[config.mk]
export PLATFORM = sky130hd
export DESIGN_NAME = param_telegram_master
export DESIGN_NICKNAME = d
export VERILOG_FILES = /design/src/logic/param_telegram_master.v /design/src/logic/tx_word_mem.v
export VERILOG_INCLUDE_DIRS = /design/src /design/src/logic
export SDC_FILE = /design/constraint.sdc
export NUM_CORES = 1
export LEC_CHECK = 0
export ABC_AREA = 0
export BUFFER_PORTS_ARGS = -buffer_cell sky130_fd_sc_hd__buf_2
export CORE_MARGIN = 4
export CORE_UTILIZATION = 41
export CTS_BUF_LIST = sky130_fd_sc_hd__clkbuf_8
export CTS_CLUSTER_SIZE = 24
export DETAILED_ROUTE_END_ITERATION = 8
export SYNTH_ARGS = -nofsm -noshare
export SYNTH_HDL_FRONTEND = slang
export SYNTH_SLANG_ARGS = --single-unit
[constraint.sdc]
create_clock -name clk_sys -period 7.2 [get_ports clk_sys]
set_clock_uncertainty 0.1 [all_clocks]
set_input_delay 2.16 -clock clk_sys [delete_from_list [all_inputs] [get_ports clk_sys]]
set_output_delay 2.16 -clock clk_sys [all_outputs]
set_load 0.005 [all_outputs]
[src/logic/param_telegram_defines.vh]
`ifndef PARAM_TELEGRAM_DEFINES_VH
`define PARAM_TELEGRAM_DEFINES_VH

// ----------------------------------------------------------------
// software register byte offsets
// ----------------------------------------------------------------
`define REG_CTRL 8'h00
`define REG_KEY 8'h04
`define REG_INDEX 8'h08
`define REG_VALUE_HIGH 8'h0c
`define REG_VALUE_LOW 8'h10
`define REG_PCD_CONTROL 8'h14
`define REG_PCD_REFERENCE 8'h18
`define REG_TYPE 8'h1c
`define REG_RESP_KEY 8'h20
`define REG_RESP_VALUE 8'h24
`define REG_RESP_PCD 8'h28
`define REG_FAULT 8'h2c

// ----------------------------------------------------------------
// control and status bit positions
// ----------------------------------------------------------------
`define CTRL_START 0
`define CTRL_BROADCAST 1
`define ST_BUSY 0
`define ST_DONE 1
`define ST_TIMEOUT 2
`define ST_FAULT 3
`define ST_REFUSED 4

// ----------------------------------------------------------------
// parameter key word layout and codes
// ----------------------------------------------------------------
`define KEY_CODE_MSB 15
`define KEY_CODE_LSB 12
`define KEY_NUM_MSB 11
`define KEY_NUM_LSB 0
`define CMD_NONE 4'h0
`define CMD_READ 4'h1
`define CMD_WRITE_WORD 4'h2
`define CMD_WRITE_DWORD 4'h3
`define CMD_EE_DWORD 4'hd
`define CMD_EE_WORD 4'he
`define CMD_TEXT 4'hf
`define RSP_WORD 4'h1
`define RSP_DWORD 4'h2
`define RSP_CANNOT 4'h7
`define RSP_TEXT 4'hf
`define TEXT_READ_HIGH 8'h04
`define TEXT_WRITE_HIGH 8'h05

// ----------------------------------------------------------------
// data type codes
// ----------------------------------------------------------------
`define DT_INT16 6'h03
`define DT_INT32 6'h04
`define DT_UINT8 6'h05
`define DT_UINT16 6'h06
`define DT_UINT32 6'h07
`define DT_TEXT 6'h09
`define DT_BYTES 6'h0a
`define DT_TIME_DIFF 6'h0d
`define DT_RESERVED 6'h21
`define DT_BITS 6'h23

// ----------------------------------------------------------------
// telegram sizes and timing
// ----------------------------------------------------------------
`define TEXT_FIXED_LEN 8'h0a
`define VALUE_BYTES 3'h4
`define CLK_MHZ 200
`define RESP_TIMEOUT_US 10000

`endif

[src/logic/param_telegram_master.v]
// Notes on behaviour
// index is two bytes; only the low byte selects the array entry
// value block is two 16-bit words; meaning follows the command code
// a read request goes out with an empty (zero) value block
// a write request carries the new value in the value block
// device returns the present value in its response value block
// option-list parameters travel as their option value
// text reading only for parameters of the text data type
// text read is command F with index high byte 4
// text write is command F with index high byte 5
// text telegrams vary in length; the length byte carries it
// data type codes 3,4,5,6,7,9,10,13,33,35; unsigned has no sign
// values travel as integers scaled by ten to the conversion index
// process words: control then reference out, status then frequency back
// single word write to RAM and EEPROM uses command E
// only the master starts transactions; slaves only answer
// device answers only queries addressed to it alone
// device never answers a broadcast query
// query holds address, function, data and a trailing check field
// on a bad or impossible query device answers error or stays silent
// control word, reference and parameter access are reachable
// command code sits in key bits 15..12 with the listed codes
// parameter number sits in key bits 11..0
// code 0111 answers an impossible command, fault code in value
// text command with index high not 4 or 5 is not executable
// conversion index never alters the transferred integer
//
// The address map and strobed register access were left to the implementer.
`timescale 1ns/10ps
`include "param_telegram_defines.vh"

module param_telegram_master #(
  parameter RESP_TIMEOUT_CYCLES = `RESP_TIMEOUT_US * `CLK_MHZ
) (
  input wire clk_sys,
  input wire srst,
  input wire [7:0] addr,
  input wire [31:0] wdata,
  input wire wr,
  input wire rd,
  output reg [31:0] rdata,
  output reg [7:0] tx_byte,
  output reg tx_valid,
  output reg tx_last,
  input wire tx_ready,
  output reg [7:0] telegram_length_byte,
  output reg tx_broadcast,
  input wire [7:0] rx_byte,
  input wire rx_valid,
  input wire rx_last
);

  // ----------------------------------------------------------------
  // states
  // ----------------------------------------------------------------
  localparam [2:0] S_IDLE = 3'h0;
  localparam [2:0] S_FETCH = 3'h1;
  localparam [2:0] S_SEND = 3'h2;
  localparam [2:0] S_WAIT = 3'h3;
  localparam [2:0] S_EVAL = 3'h4;
  // load value cut to the width of the down counter
  localparam [31:0] TIMEOUT_FULL = RESP_TIMEOUT_CYCLES;
  localparam [23:0] TIMEOUT_LOAD = TIMEOUT_FULL[23:0];

  // ----------------------------------------------------------------
  // declarations
  // ----------------------------------------------------------------
  reg [2:0] state;
  reg [3:0] cmd;
  reg [7:0] index_high;
  reg [5:0] data_type;
  reg [2:0] text_count;
  wire broadcast;
  reg [3:0] cur_cmd;
  reg cur_text_read;
  reg [2:0] cur_n;
  reg [3:0] pos;
  reg [3:0] rx_cnt;
  reg [23:0] timer;
  reg [15:0] rsp_key;
  reg [31:0] rsp_pwe;
  reg [31:0] rsp_pcd;
  reg [31:0] rsp_value;
  reg [15:0] fault_code;
  reg st_done;
  reg st_timeout;
  reg st_fault;
  reg st_refused;
  wire [15:0] mem_q;
  wire wr_word;
  wire [2:0] mem_waddr;
  wire [3:0] n_plus4;
  wire [3:0] lp;
  wire [3:0] total;
  wire zero_value;
  wire start;
  wire text_ok;

  // ----------------------------------------------------------------
  // software writes into the outgoing word store
  // ----------------------------------------------------------------
  // words 0..5: key, index, value high, value low, control, reference
  assign wr_word = wr && (addr >= `REG_KEY) && (addr <= `REG_PCD_REFERENCE);
  assign mem_waddr = addr[4:2] - 3'h1;

  // byte position to word position, skipping unused text bytes
  assign n_plus4 = {1'b0, cur_n} + 4'h4;
  assign lp = (pos < n_plus4) ? pos : (pos + 4'h4 - {1'b0, cur_n});
  assign total = n_plus4 + 4'h4;

  // a read asks with an empty value block
  assign zero_value = (lp[3:2] == 2'h1) &&
                      ((cur_cmd == `CMD_READ) || cur_text_read);

  tx_word_mem u_mem (
    .clk_sys(clk_sys),
    .we(wr_word),
    .waddr(mem_waddr),
    .wdata(wdata[15:0]),
    .raddr(lp[3:1]),
    .rdata(mem_q)
  );

  // ----------------------------------------------------------------
  // start checks
  // ----------------------------------------------------------------
  assign start = wr && (addr == `REG_CTRL) && wdata[`CTRL_START];
  // the broadcast choice rides on the start write itself; a stored copy
  // would only update at the same edge and lag one transaction behind
  assign broadcast = wdata[`CTRL_BROADCAST];

  // text needs index high 4 or 5, and reading needs a text type
  assign text_ok = (index_high == `TEXT_WRITE_HIGH) ||
                   ((index_high == `TEXT_READ_HIGH) &&
                    (data_type == `DT_TEXT));

  // ----------------------------------------------------------------
  // shadow copies of fields the sequencer looks at
  // ----------------------------------------------------------------
  always @(posedge clk_sys) begin
    if (srst) begin
      cmd <= `CMD_NONE;
      index_high <= 8'h00;
      data_type <= `DT_UINT16;
      text_count <= 3'h0;
    end else if (wr) begin
      case (addr)
        `REG_KEY: begin
          cmd <= wdata[`KEY_CODE_MSB:`KEY_CODE_LSB];
        end
        `REG_INDEX: begin
          index_high <= wdata[15:8];
        end
        `REG_TYPE: begin
          data_type <= wdata[5:0];
          text_count <= (wdata[10:8] > `VALUE_BYTES) ? `VALUE_BYTES : wdata[10:8];
        end
        // other offsets only reach the word store or the sequencer
        default: begin
          cmd <= cmd;
        end
      endcase
    end
  end

  // ----------------------------------------------------------------
  // transaction sequencer
  // ----------------------------------------------------------------
  // one transaction at a time, always started from this side
  always @(posedge clk_sys) begin
    if (srst) begin
      state <= S_IDLE;
      cur_cmd <= `CMD_NONE;
      cur_text_read <= 1'b0;
      cur_n <= `VALUE_BYTES;
      pos <= 4'h0;
      rx_cnt <= 4'h0;
      timer <= 24'h000000;
      tx_byte <= 8'h00;
      tx_valid <= 1'b0;
      tx_last <= 1'b0;
      telegram_length_byte <= 8'h00;
      tx_broadcast <= 1'b0;
      rsp_key <= 16'h0000;
      rsp_pwe <= 32'h00000000;
      rsp_pcd <= 32'h00000000;
      rsp_value <= 32'h00000000;
      fault_code <= 16'h0000;
      st_done <= 1'b0;
      st_timeout <= 1'b0;
      st_fault <= 1'b0;
      st_refused <= 1'b0;
    end else begin
      case (state)
        S_IDLE: begin
          if (start) begin
            st_done <= 1'b0;
            st_timeout <= 1'b0;
            st_fault <= 1'b0;
            st_refused <= 1'b0;
            // a refused text command finishes at once and sends nothing
            if ((cmd == `CMD_TEXT) && !text_ok) begin
              st_refused <= 1'b1;
              st_done <= 1'b1;
            end else begin
              cur_cmd <= cmd;
              cur_text_read <= (cmd == `CMD_TEXT) && (index_high == `TEXT_READ_HIGH);
              cur_n <= (cmd == `CMD_TEXT) ? text_count : `VALUE_BYTES;
              telegram_length_byte <= `TEXT_FIXED_LEN +
                ((cmd == `CMD_TEXT) ? {5'h00, text_count} : {5'h00, `VALUE_BYTES});
              tx_broadcast <= broadcast;
              pos <= 4'h0;
              state <= S_FETCH;
            end
          end
        end
        S_FETCH: begin
          // store output for this position is ready next cycle
          state <= S_SEND;
        end
        S_SEND: begin
          if (!tx_valid) begin
            // key, index, value, control then reference, high byte first
            if (zero_value) begin
              tx_byte <= 8'h00;
            end else if (lp[0]) begin
              tx_byte <= mem_q[7:0];
            end else begin
              tx_byte <= mem_q[15:8];
            end
            tx_last <= (pos == total - 4'h1);
            tx_valid <= 1'b1;
          end else if (tx_ready) begin
            tx_valid <= 1'b0;
            tx_last <= 1'b0;
            pos <= pos + 4'h1;
            if (pos == total - 4'h1) begin
              rx_cnt <= 4'h0;
              timer <= TIMEOUT_LOAD;
              rsp_pwe <= 32'h00000000;
              if (tx_broadcast) begin
                st_done <= 1'b1;
                state <= S_IDLE;
              end else begin
                state <= S_WAIT;
              end
            end else begin
              state <= S_FETCH;
            end
          end
        end
        S_WAIT: begin
          if (rx_valid) begin
            if (rx_cnt != 4'hf) begin
              rx_cnt <= rx_cnt + 4'h1;
            end
            if (rx_cnt < 4'h2) begin
              rsp_key <= {rsp_key[7:0], rx_byte};
            end else if ((rx_cnt >= 4'h4) && (rx_cnt < 4'h8)) begin
              rsp_pwe <= {rsp_pwe[23:0], rx_byte};
            end
            // last four bytes are status then frequency
            rsp_pcd <= {rsp_pcd[23:0], rx_byte};
            if (rx_last) begin
              state <= S_EVAL;
            end
            // the drive may stay silent on a bad query, so the wait is bounded
          end else if (timer == 24'h000000) begin
            st_timeout <= 1'b1;
            st_done <= 1'b1;
            state <= S_IDLE;
          end else begin
            timer <= timer - 24'h000001;
          end
        end
        S_EVAL: begin
          // integer kept as sent; scaling is left to software
          case (rsp_key[`KEY_CODE_MSB:`KEY_CODE_LSB])
            `RSP_WORD: begin
              if (data_type == `DT_INT16) begin
                rsp_value <= {{16{rsp_pwe[15]}}, rsp_pwe[15:0]};
              end else begin
                rsp_value <= {16'h0000, rsp_pwe[15:0]};
              end
            end
            `RSP_CANNOT: begin
              st_fault <= 1'b1;
              fault_code <= rsp_pwe[15:0];
              rsp_value <= rsp_pwe;
            end
            default: begin
              rsp_value <= rsp_pwe;
            end
          endcase
          st_done <= 1'b1;
          state <= S_IDLE;
        end
        default: begin
          state <= S_IDLE;
        end
      endcase
    end
  end

  // ----------------------------------------------------------------
  // software read port, data one cycle after the strobe
  // ----------------------------------------------------------------
  always @(posedge clk_sys) begin
    if (srst) begin
      rdata <= 32'h00000000;
    end else if (rd) begin
      case (addr)
        `REG_CTRL: begin
          rdata <= {27'h0000000, st_refused, st_fault, st_timeout,
                    st_done, (state != S_IDLE)};
        end
        `REG_KEY: begin
          rdata <= {28'h0000000, cmd};
        end
        `REG_INDEX: begin
          rdata <= {24'h000000, index_high};
        end
        `REG_TYPE: begin
          rdata <= {21'h000000, text_count, 2'h0, data_type};
        end
        `REG_RESP_KEY: begin
          rdata <= {16'h0000, rsp_key};
        end
        `REG_RESP_VALUE: begin
          rdata <= rsp_value;
        end
        `REG_RESP_PCD: begin
          rdata <= {rsp_pcd[15:0], rsp_pcd[31:16]};
        end
        `REG_FAULT: begin
          rdata <= {16'h0000, fault_code};
        end
        default: begin
          rdata <= 32'h00000000;
        end
      endcase
    end
  end

endmodule

[src/logic/tx_word_mem.v]
`timescale 1ns/10ps
// ----------------------------------------------------------------
// eight by sixteen word store, registered read
// ----------------------------------------------------------------
module tx_word_mem (
  input wire clk_sys,
  input wire we,
  input wire [2:0] waddr,
  input wire [15:0] wdata,
  input wire [2:0] raddr,
  output reg [15:0] rdata
);

  reg [15:0] mem [0:7];

  // write port and registered read port
  always @(posedge clk_sys) begin
    if (we) begin
      mem[waddr] <= wdata;
    end
    rdata <= mem[raddr];
  end

endmodule

==> PnR_summary.wiki <==
{| class="wikitable"
! Metric !! Value
|-
| Clock power frac || 0.396
|-
| Via count of the first global-routing pass || about 12,000
|-
| Worst Setup Start Kind || primary input
|-
| Synthesized flop and latch total || just under 400
|-
| Share of total power in combinational logic || 0.096
|-
| Kind of end point of the critical path || register
|-
| Worst rel slew slack || 0.196
|-
| Post-layout min period || approximately 4500 ps
|-
| Clock root buffer || sky130_fd_sc_hd__clkbuf_8
|-
| DIE AREA || about 0.042 mm2
|-
| Warnings from Yosys || 0
|-
| Final Routed Wirelength || about 43,000 um
|-
| Total cell area at the placement stage || between 0.015 and 0.02 mm2
|-
| Per-cell routed wire length || about 19 um
|-
| Initial Utilization || 0.418
|-
| Standard cell core area || ~0.038 mm2
|-
| Most used standard cell by instance count after synthesis || sky130_fd_sc_hd__nand2_1
|-
| Hold buffers post-CTS || 0
|-
| Width of the chip || ~200 um
|-
| Finished layout cell area || approximately 0.018 mm2
|-
| Library cells used by synthesis || 70
|-
| Aggregate global-route resource usage || 0.204
|-
| Post-synth top area share || 0.328
|-
| Via density || approximately 5.5
|-
| Critical path data arrival time || around 4900 ps
|-
| Remaining design rule violation count || 0
|-
| Number of buffers inserted during clock tree synthesis || 66
|-
| Highest clock frequency the design can meet || 224 MHz
|-
| Synth Cell Area || 0.0158 mm2
|-
| Fraction of power consumed by sequential logic || 0.507
|-
| RSZ-0062 raised after global routing || false
|-
| Power per cell area || approximately 250 mW/mm2
|-
| Yosys top cell by area || sky130_fd_sc_hd__dfxtp_1
|-
| Largest net degree at the start of global routing || just under 100
|-
| Endpoint of the worst-slack reg-to-reg timing path || u_mem.rdata[14]
|-
| Switching Power || ~1200 uW
|-
| Critical-path maximum fanout || 23
|-
| Critical-path top delay cell || sky130_fd_sc_hd__nor3b_2
|-
| Critical Path Start || addr[2]
|-
| Mean instance size in the synthesized netlist || 9.83 um2
|-
| Leading post-synthesis cells by instance count || sky130_fd_sc_hd__nand2_1, sky130_fd_sc_hd__dfxtp_1, sky130_fd_sc_hd__a21oi_1
|-
| Max-capacitance violation count || 0
|-
| Worst setup endpoint || rdata[4]
|-
| Antenna diodes || 0
|-
| Number of clock sinks || just under 400
|-
| Initial DRT Pass Iterations || 5
|-
| Startpoint of the lowest-slack register-to-register path || pos[2]
|-
| Area overhead of the layout relative to synthesis || 13.8%
|-
| Clock latency of the later-clocked register in the worst-skew pair || ~610 ps
|-
| Number of enable flip-flop cells after synthesis || approximately 130
|-
| Startpoint-to-endpoint class of the critical path || primary input to register
|-
| Path class of the lowest-slack min-delay path || register to register
|-
| Maximum ir drop on the vdd rail || ~0.00014 V
|-
| Resize count post-CTS || 0
|-
| Port Buffer Count || 86
|-
| FP Rows || 71
|-
| Vias || between 10,000 and 15,000
|-
| Largest incremental delay on the critical path || between 800 and 900 ps
|-
| Antenna violations before repair || 3
|-
| Filler cells || between 3,000 and 4,000
|-
| Number of max-slew violations in the final report || 0
|-
| Cell types with the largest area share after synthesis || sky130_fd_sc_hd__dfxtp_1, sky130_fd_sc_hd__edfxtp_1, sky130_fd_sc_hd__nand2_1
|-
| Post-DRT Antenna Nets || 0
|-
| Outcome || finished clean
|-
| Post-CTS Setup Bufs || 0
|-
| Drt first-iter violations || around 900
|-
| Setup-violating endpoint count in the final report || 0
|-
| R2R depth || 10
|-
| FF-to-FF setup slack || about 3200 ps
|-
| Place WS || 2170 ps
|-
| I/O pin count || approximately 110
|-
| Worst-case setup margin in the final layout || about 2700 ps
|-
| Total global routing overflow || 0
|-
| Clock transition time at the flip-flop clock pins of the worst setup and hold paths || approximately 60 ps
|-
| Async S/R FF share, synth || 0
|-
| Most used DFF post-synth || sky130_fd_sc_hd__dfxtp_1
|-
| First-pass GRT wire length || just under 70,000 um
|-
| Hold Fails Final Rpt || 0
|-
| Worst Max-Slew Pin Slew || approximately 1200 ps
|-
| Aggregate negative setup slack || 0 ps
|-
| Switching share of power || 0.259
|-
| Clock tree from TritonCTS || done
|-
| Routability-driven placement congestion ratio || 0.812
|-
| Floorplan die height || 204 um
|-
| Required time of the critical path || ~7700 ps
|-
| Register area share after synthesis || 0.571
|-
| Maximum root-to-sink buffer count || 3
|-
| Layout net count || approximately 1,800
|-
| DPL Wire Length || ~27,000 um
|-
| Cell internal power dissipation || approximately 3400 uW
|-
| Fin crit share || 0.620
|-
| Cell breakdown of the critical path || buf_2, inv_1, ha_1, nor3b_2, buf_4, a22oi_1, a21oi_1, a221oi_1, o2bb2ai_1, and2_1
|-
| Count of mapped cells out of synthesis || 1,610
|-
| Leak Pwr || 0.00625 uW
|-
| Total number of H-tree levels || 3
|-
| Share of final-layout standard cells stronger than drive strength 1 || 0.134
|}
[state kept, by name, summed over array words and instances (netlist names), 4 cells and up]
name                  cells
rsp_pwe                  32
fault_code               16
pos                       4
cur_cmd                   4
rsp_key                  16
timer                    24
data_type                 6
rdata                    32
cmd                       4
u_mem.mem               128
tx_byte                   8
telegram_length_byte      4
rsp_value                32
rsp_pcd                  32
rx_cnt                    4
index_high                8
u_mem.rdata              16
[metal layers]
layer / share of wire / vias to the layer above / track usage
li1: - / 5936 / -
met1: 0.43 / 5986 / 0.259
met2: 0.49 / 324 / 0.342
met3: 0.050 / 86 / 0.0387
met4: 0.033 / 4 / 0.0840
met5: 0.00072 / - / 0
[cells in the final DEF, fill, tap and decap left out, types with 27 or more instances in the layout]
master / netlist / routed
sky130_fd_sc_hd__nand2_1: 333 / 333
sky130_fd_sc_hd__edfxtp_1: 128 / 128
sky130_fd_sc_hd__buf_2: 15 / 85
sky130_fd_sc_hd__a221oi_1: 27 / 27
sky130_fd_sc_hd__mux2i_1: 65 / 65
sky130_fd_sc_hd__clkbuf_8: 0 / 75
sky130_fd_sc_hd__dfxtp_1: 259 / 259
sky130_fd_sc_hd__nand3_1: 62 / 62
sky130_fd_sc_hd__o21ai_0: 52 / 52
sky130_fd_sc_hd__a21oi_1: 200 / 200
sky130_fd_sc_hd__inv_1: 17 / 47
sky130_fd_sc_hd__nor2_1: 72 / 71
sky130_fd_sc_hd__a22oi_1: 33 / 33
sky130_fd_sc_hd__buf_4: 4 / 30
[area by class of cell]
| type | instances | area, um2 | share of cell area |
|---|---|---|---|
| Inverter | 18 | 67.6 | 0.00375 |
| Tap cell | 511 | 639 | 0.0355 |
| Clock inverter | 39 | 178 | 0.00987 |
| Timing Repair Buffer | 116 | 662 | 0.0368 |
| Clock buffer | 75 | 1030 | 0.0573 |
| Sequential cell | 387 | 9030 | 0.502 |
| Multi-Input combinational cell | 1100 | 6390 | 0.355 |
[metrics by stage]
step	instances	hold slack, ps	power, uW	utilization
finish	2246	344	4580	0.476
global route	2246	363	4790	0.476
CTS	2246	350	4630	0.476
detailed placement	2132	338	2800	0.444
global placement	2132	329	2800	0.444
floorplan	1612	327	2670	-
[logic make-up (layout without fill, tap and decap cells)]
kind of cell | Yosys count | count (layout) | synth area share
buffers and inverters | 125 | 248 | 0.0318
AOI/OAI and AO/OA | 387 | 387 | 0.151
other | 1 | 3 | 0.000237
adders and majority gates | 19 | 19 | 0.0160
xor gates and xnor gates | 30 | 30 | 0.0171
and+or+nand+nor | 596 | 596 | 0.172
muxes | 65 | 65 | 0.0411
DFF | 387 | 387 | 0.571
[worst min path at each step]
stage / from / cells after the start / slack [ps] / endpoint
6_report: tx_byte[2] / 2 / 340 / tx_byte[2]
5_1_grt: rsp_pwe[31] / 2 / 360 / rsp_pwe[31]
4_1_cts: telegram_length_byte[3] / 2 / 350 / telegram_length_byte[3]
3_5_place_dp: tx_byte[2] / 2 / 340 / tx_byte[2]
3_3_place_gp: tx_byte[3] / 2 / 330 / tx_byte[3]
2_1_floorplan: cur_cmd[0] / 2 / 330 / cur_cmd[0]
[power groups by stage]
stage	Clock [uW]	Combinational, uW	Sequential, uW
2_1_floorplan	0	312	2360
3_3_place_gp	0	430	2370
3_5_place_dp	0	434	2370
4_1_cts	1870	438	2320
5_1_grt	1970	491	2330
6_report	1820	441	2320
[critical path, delay by kind of cell]
kind,cells,cell delay (ps)
AOI/OAI and AO/OA,4,670
and+or+nand+nor,2,990
adders and majority gates,1,320
buffers and inverters,3,750
Power figures use the tool's default switching activity.
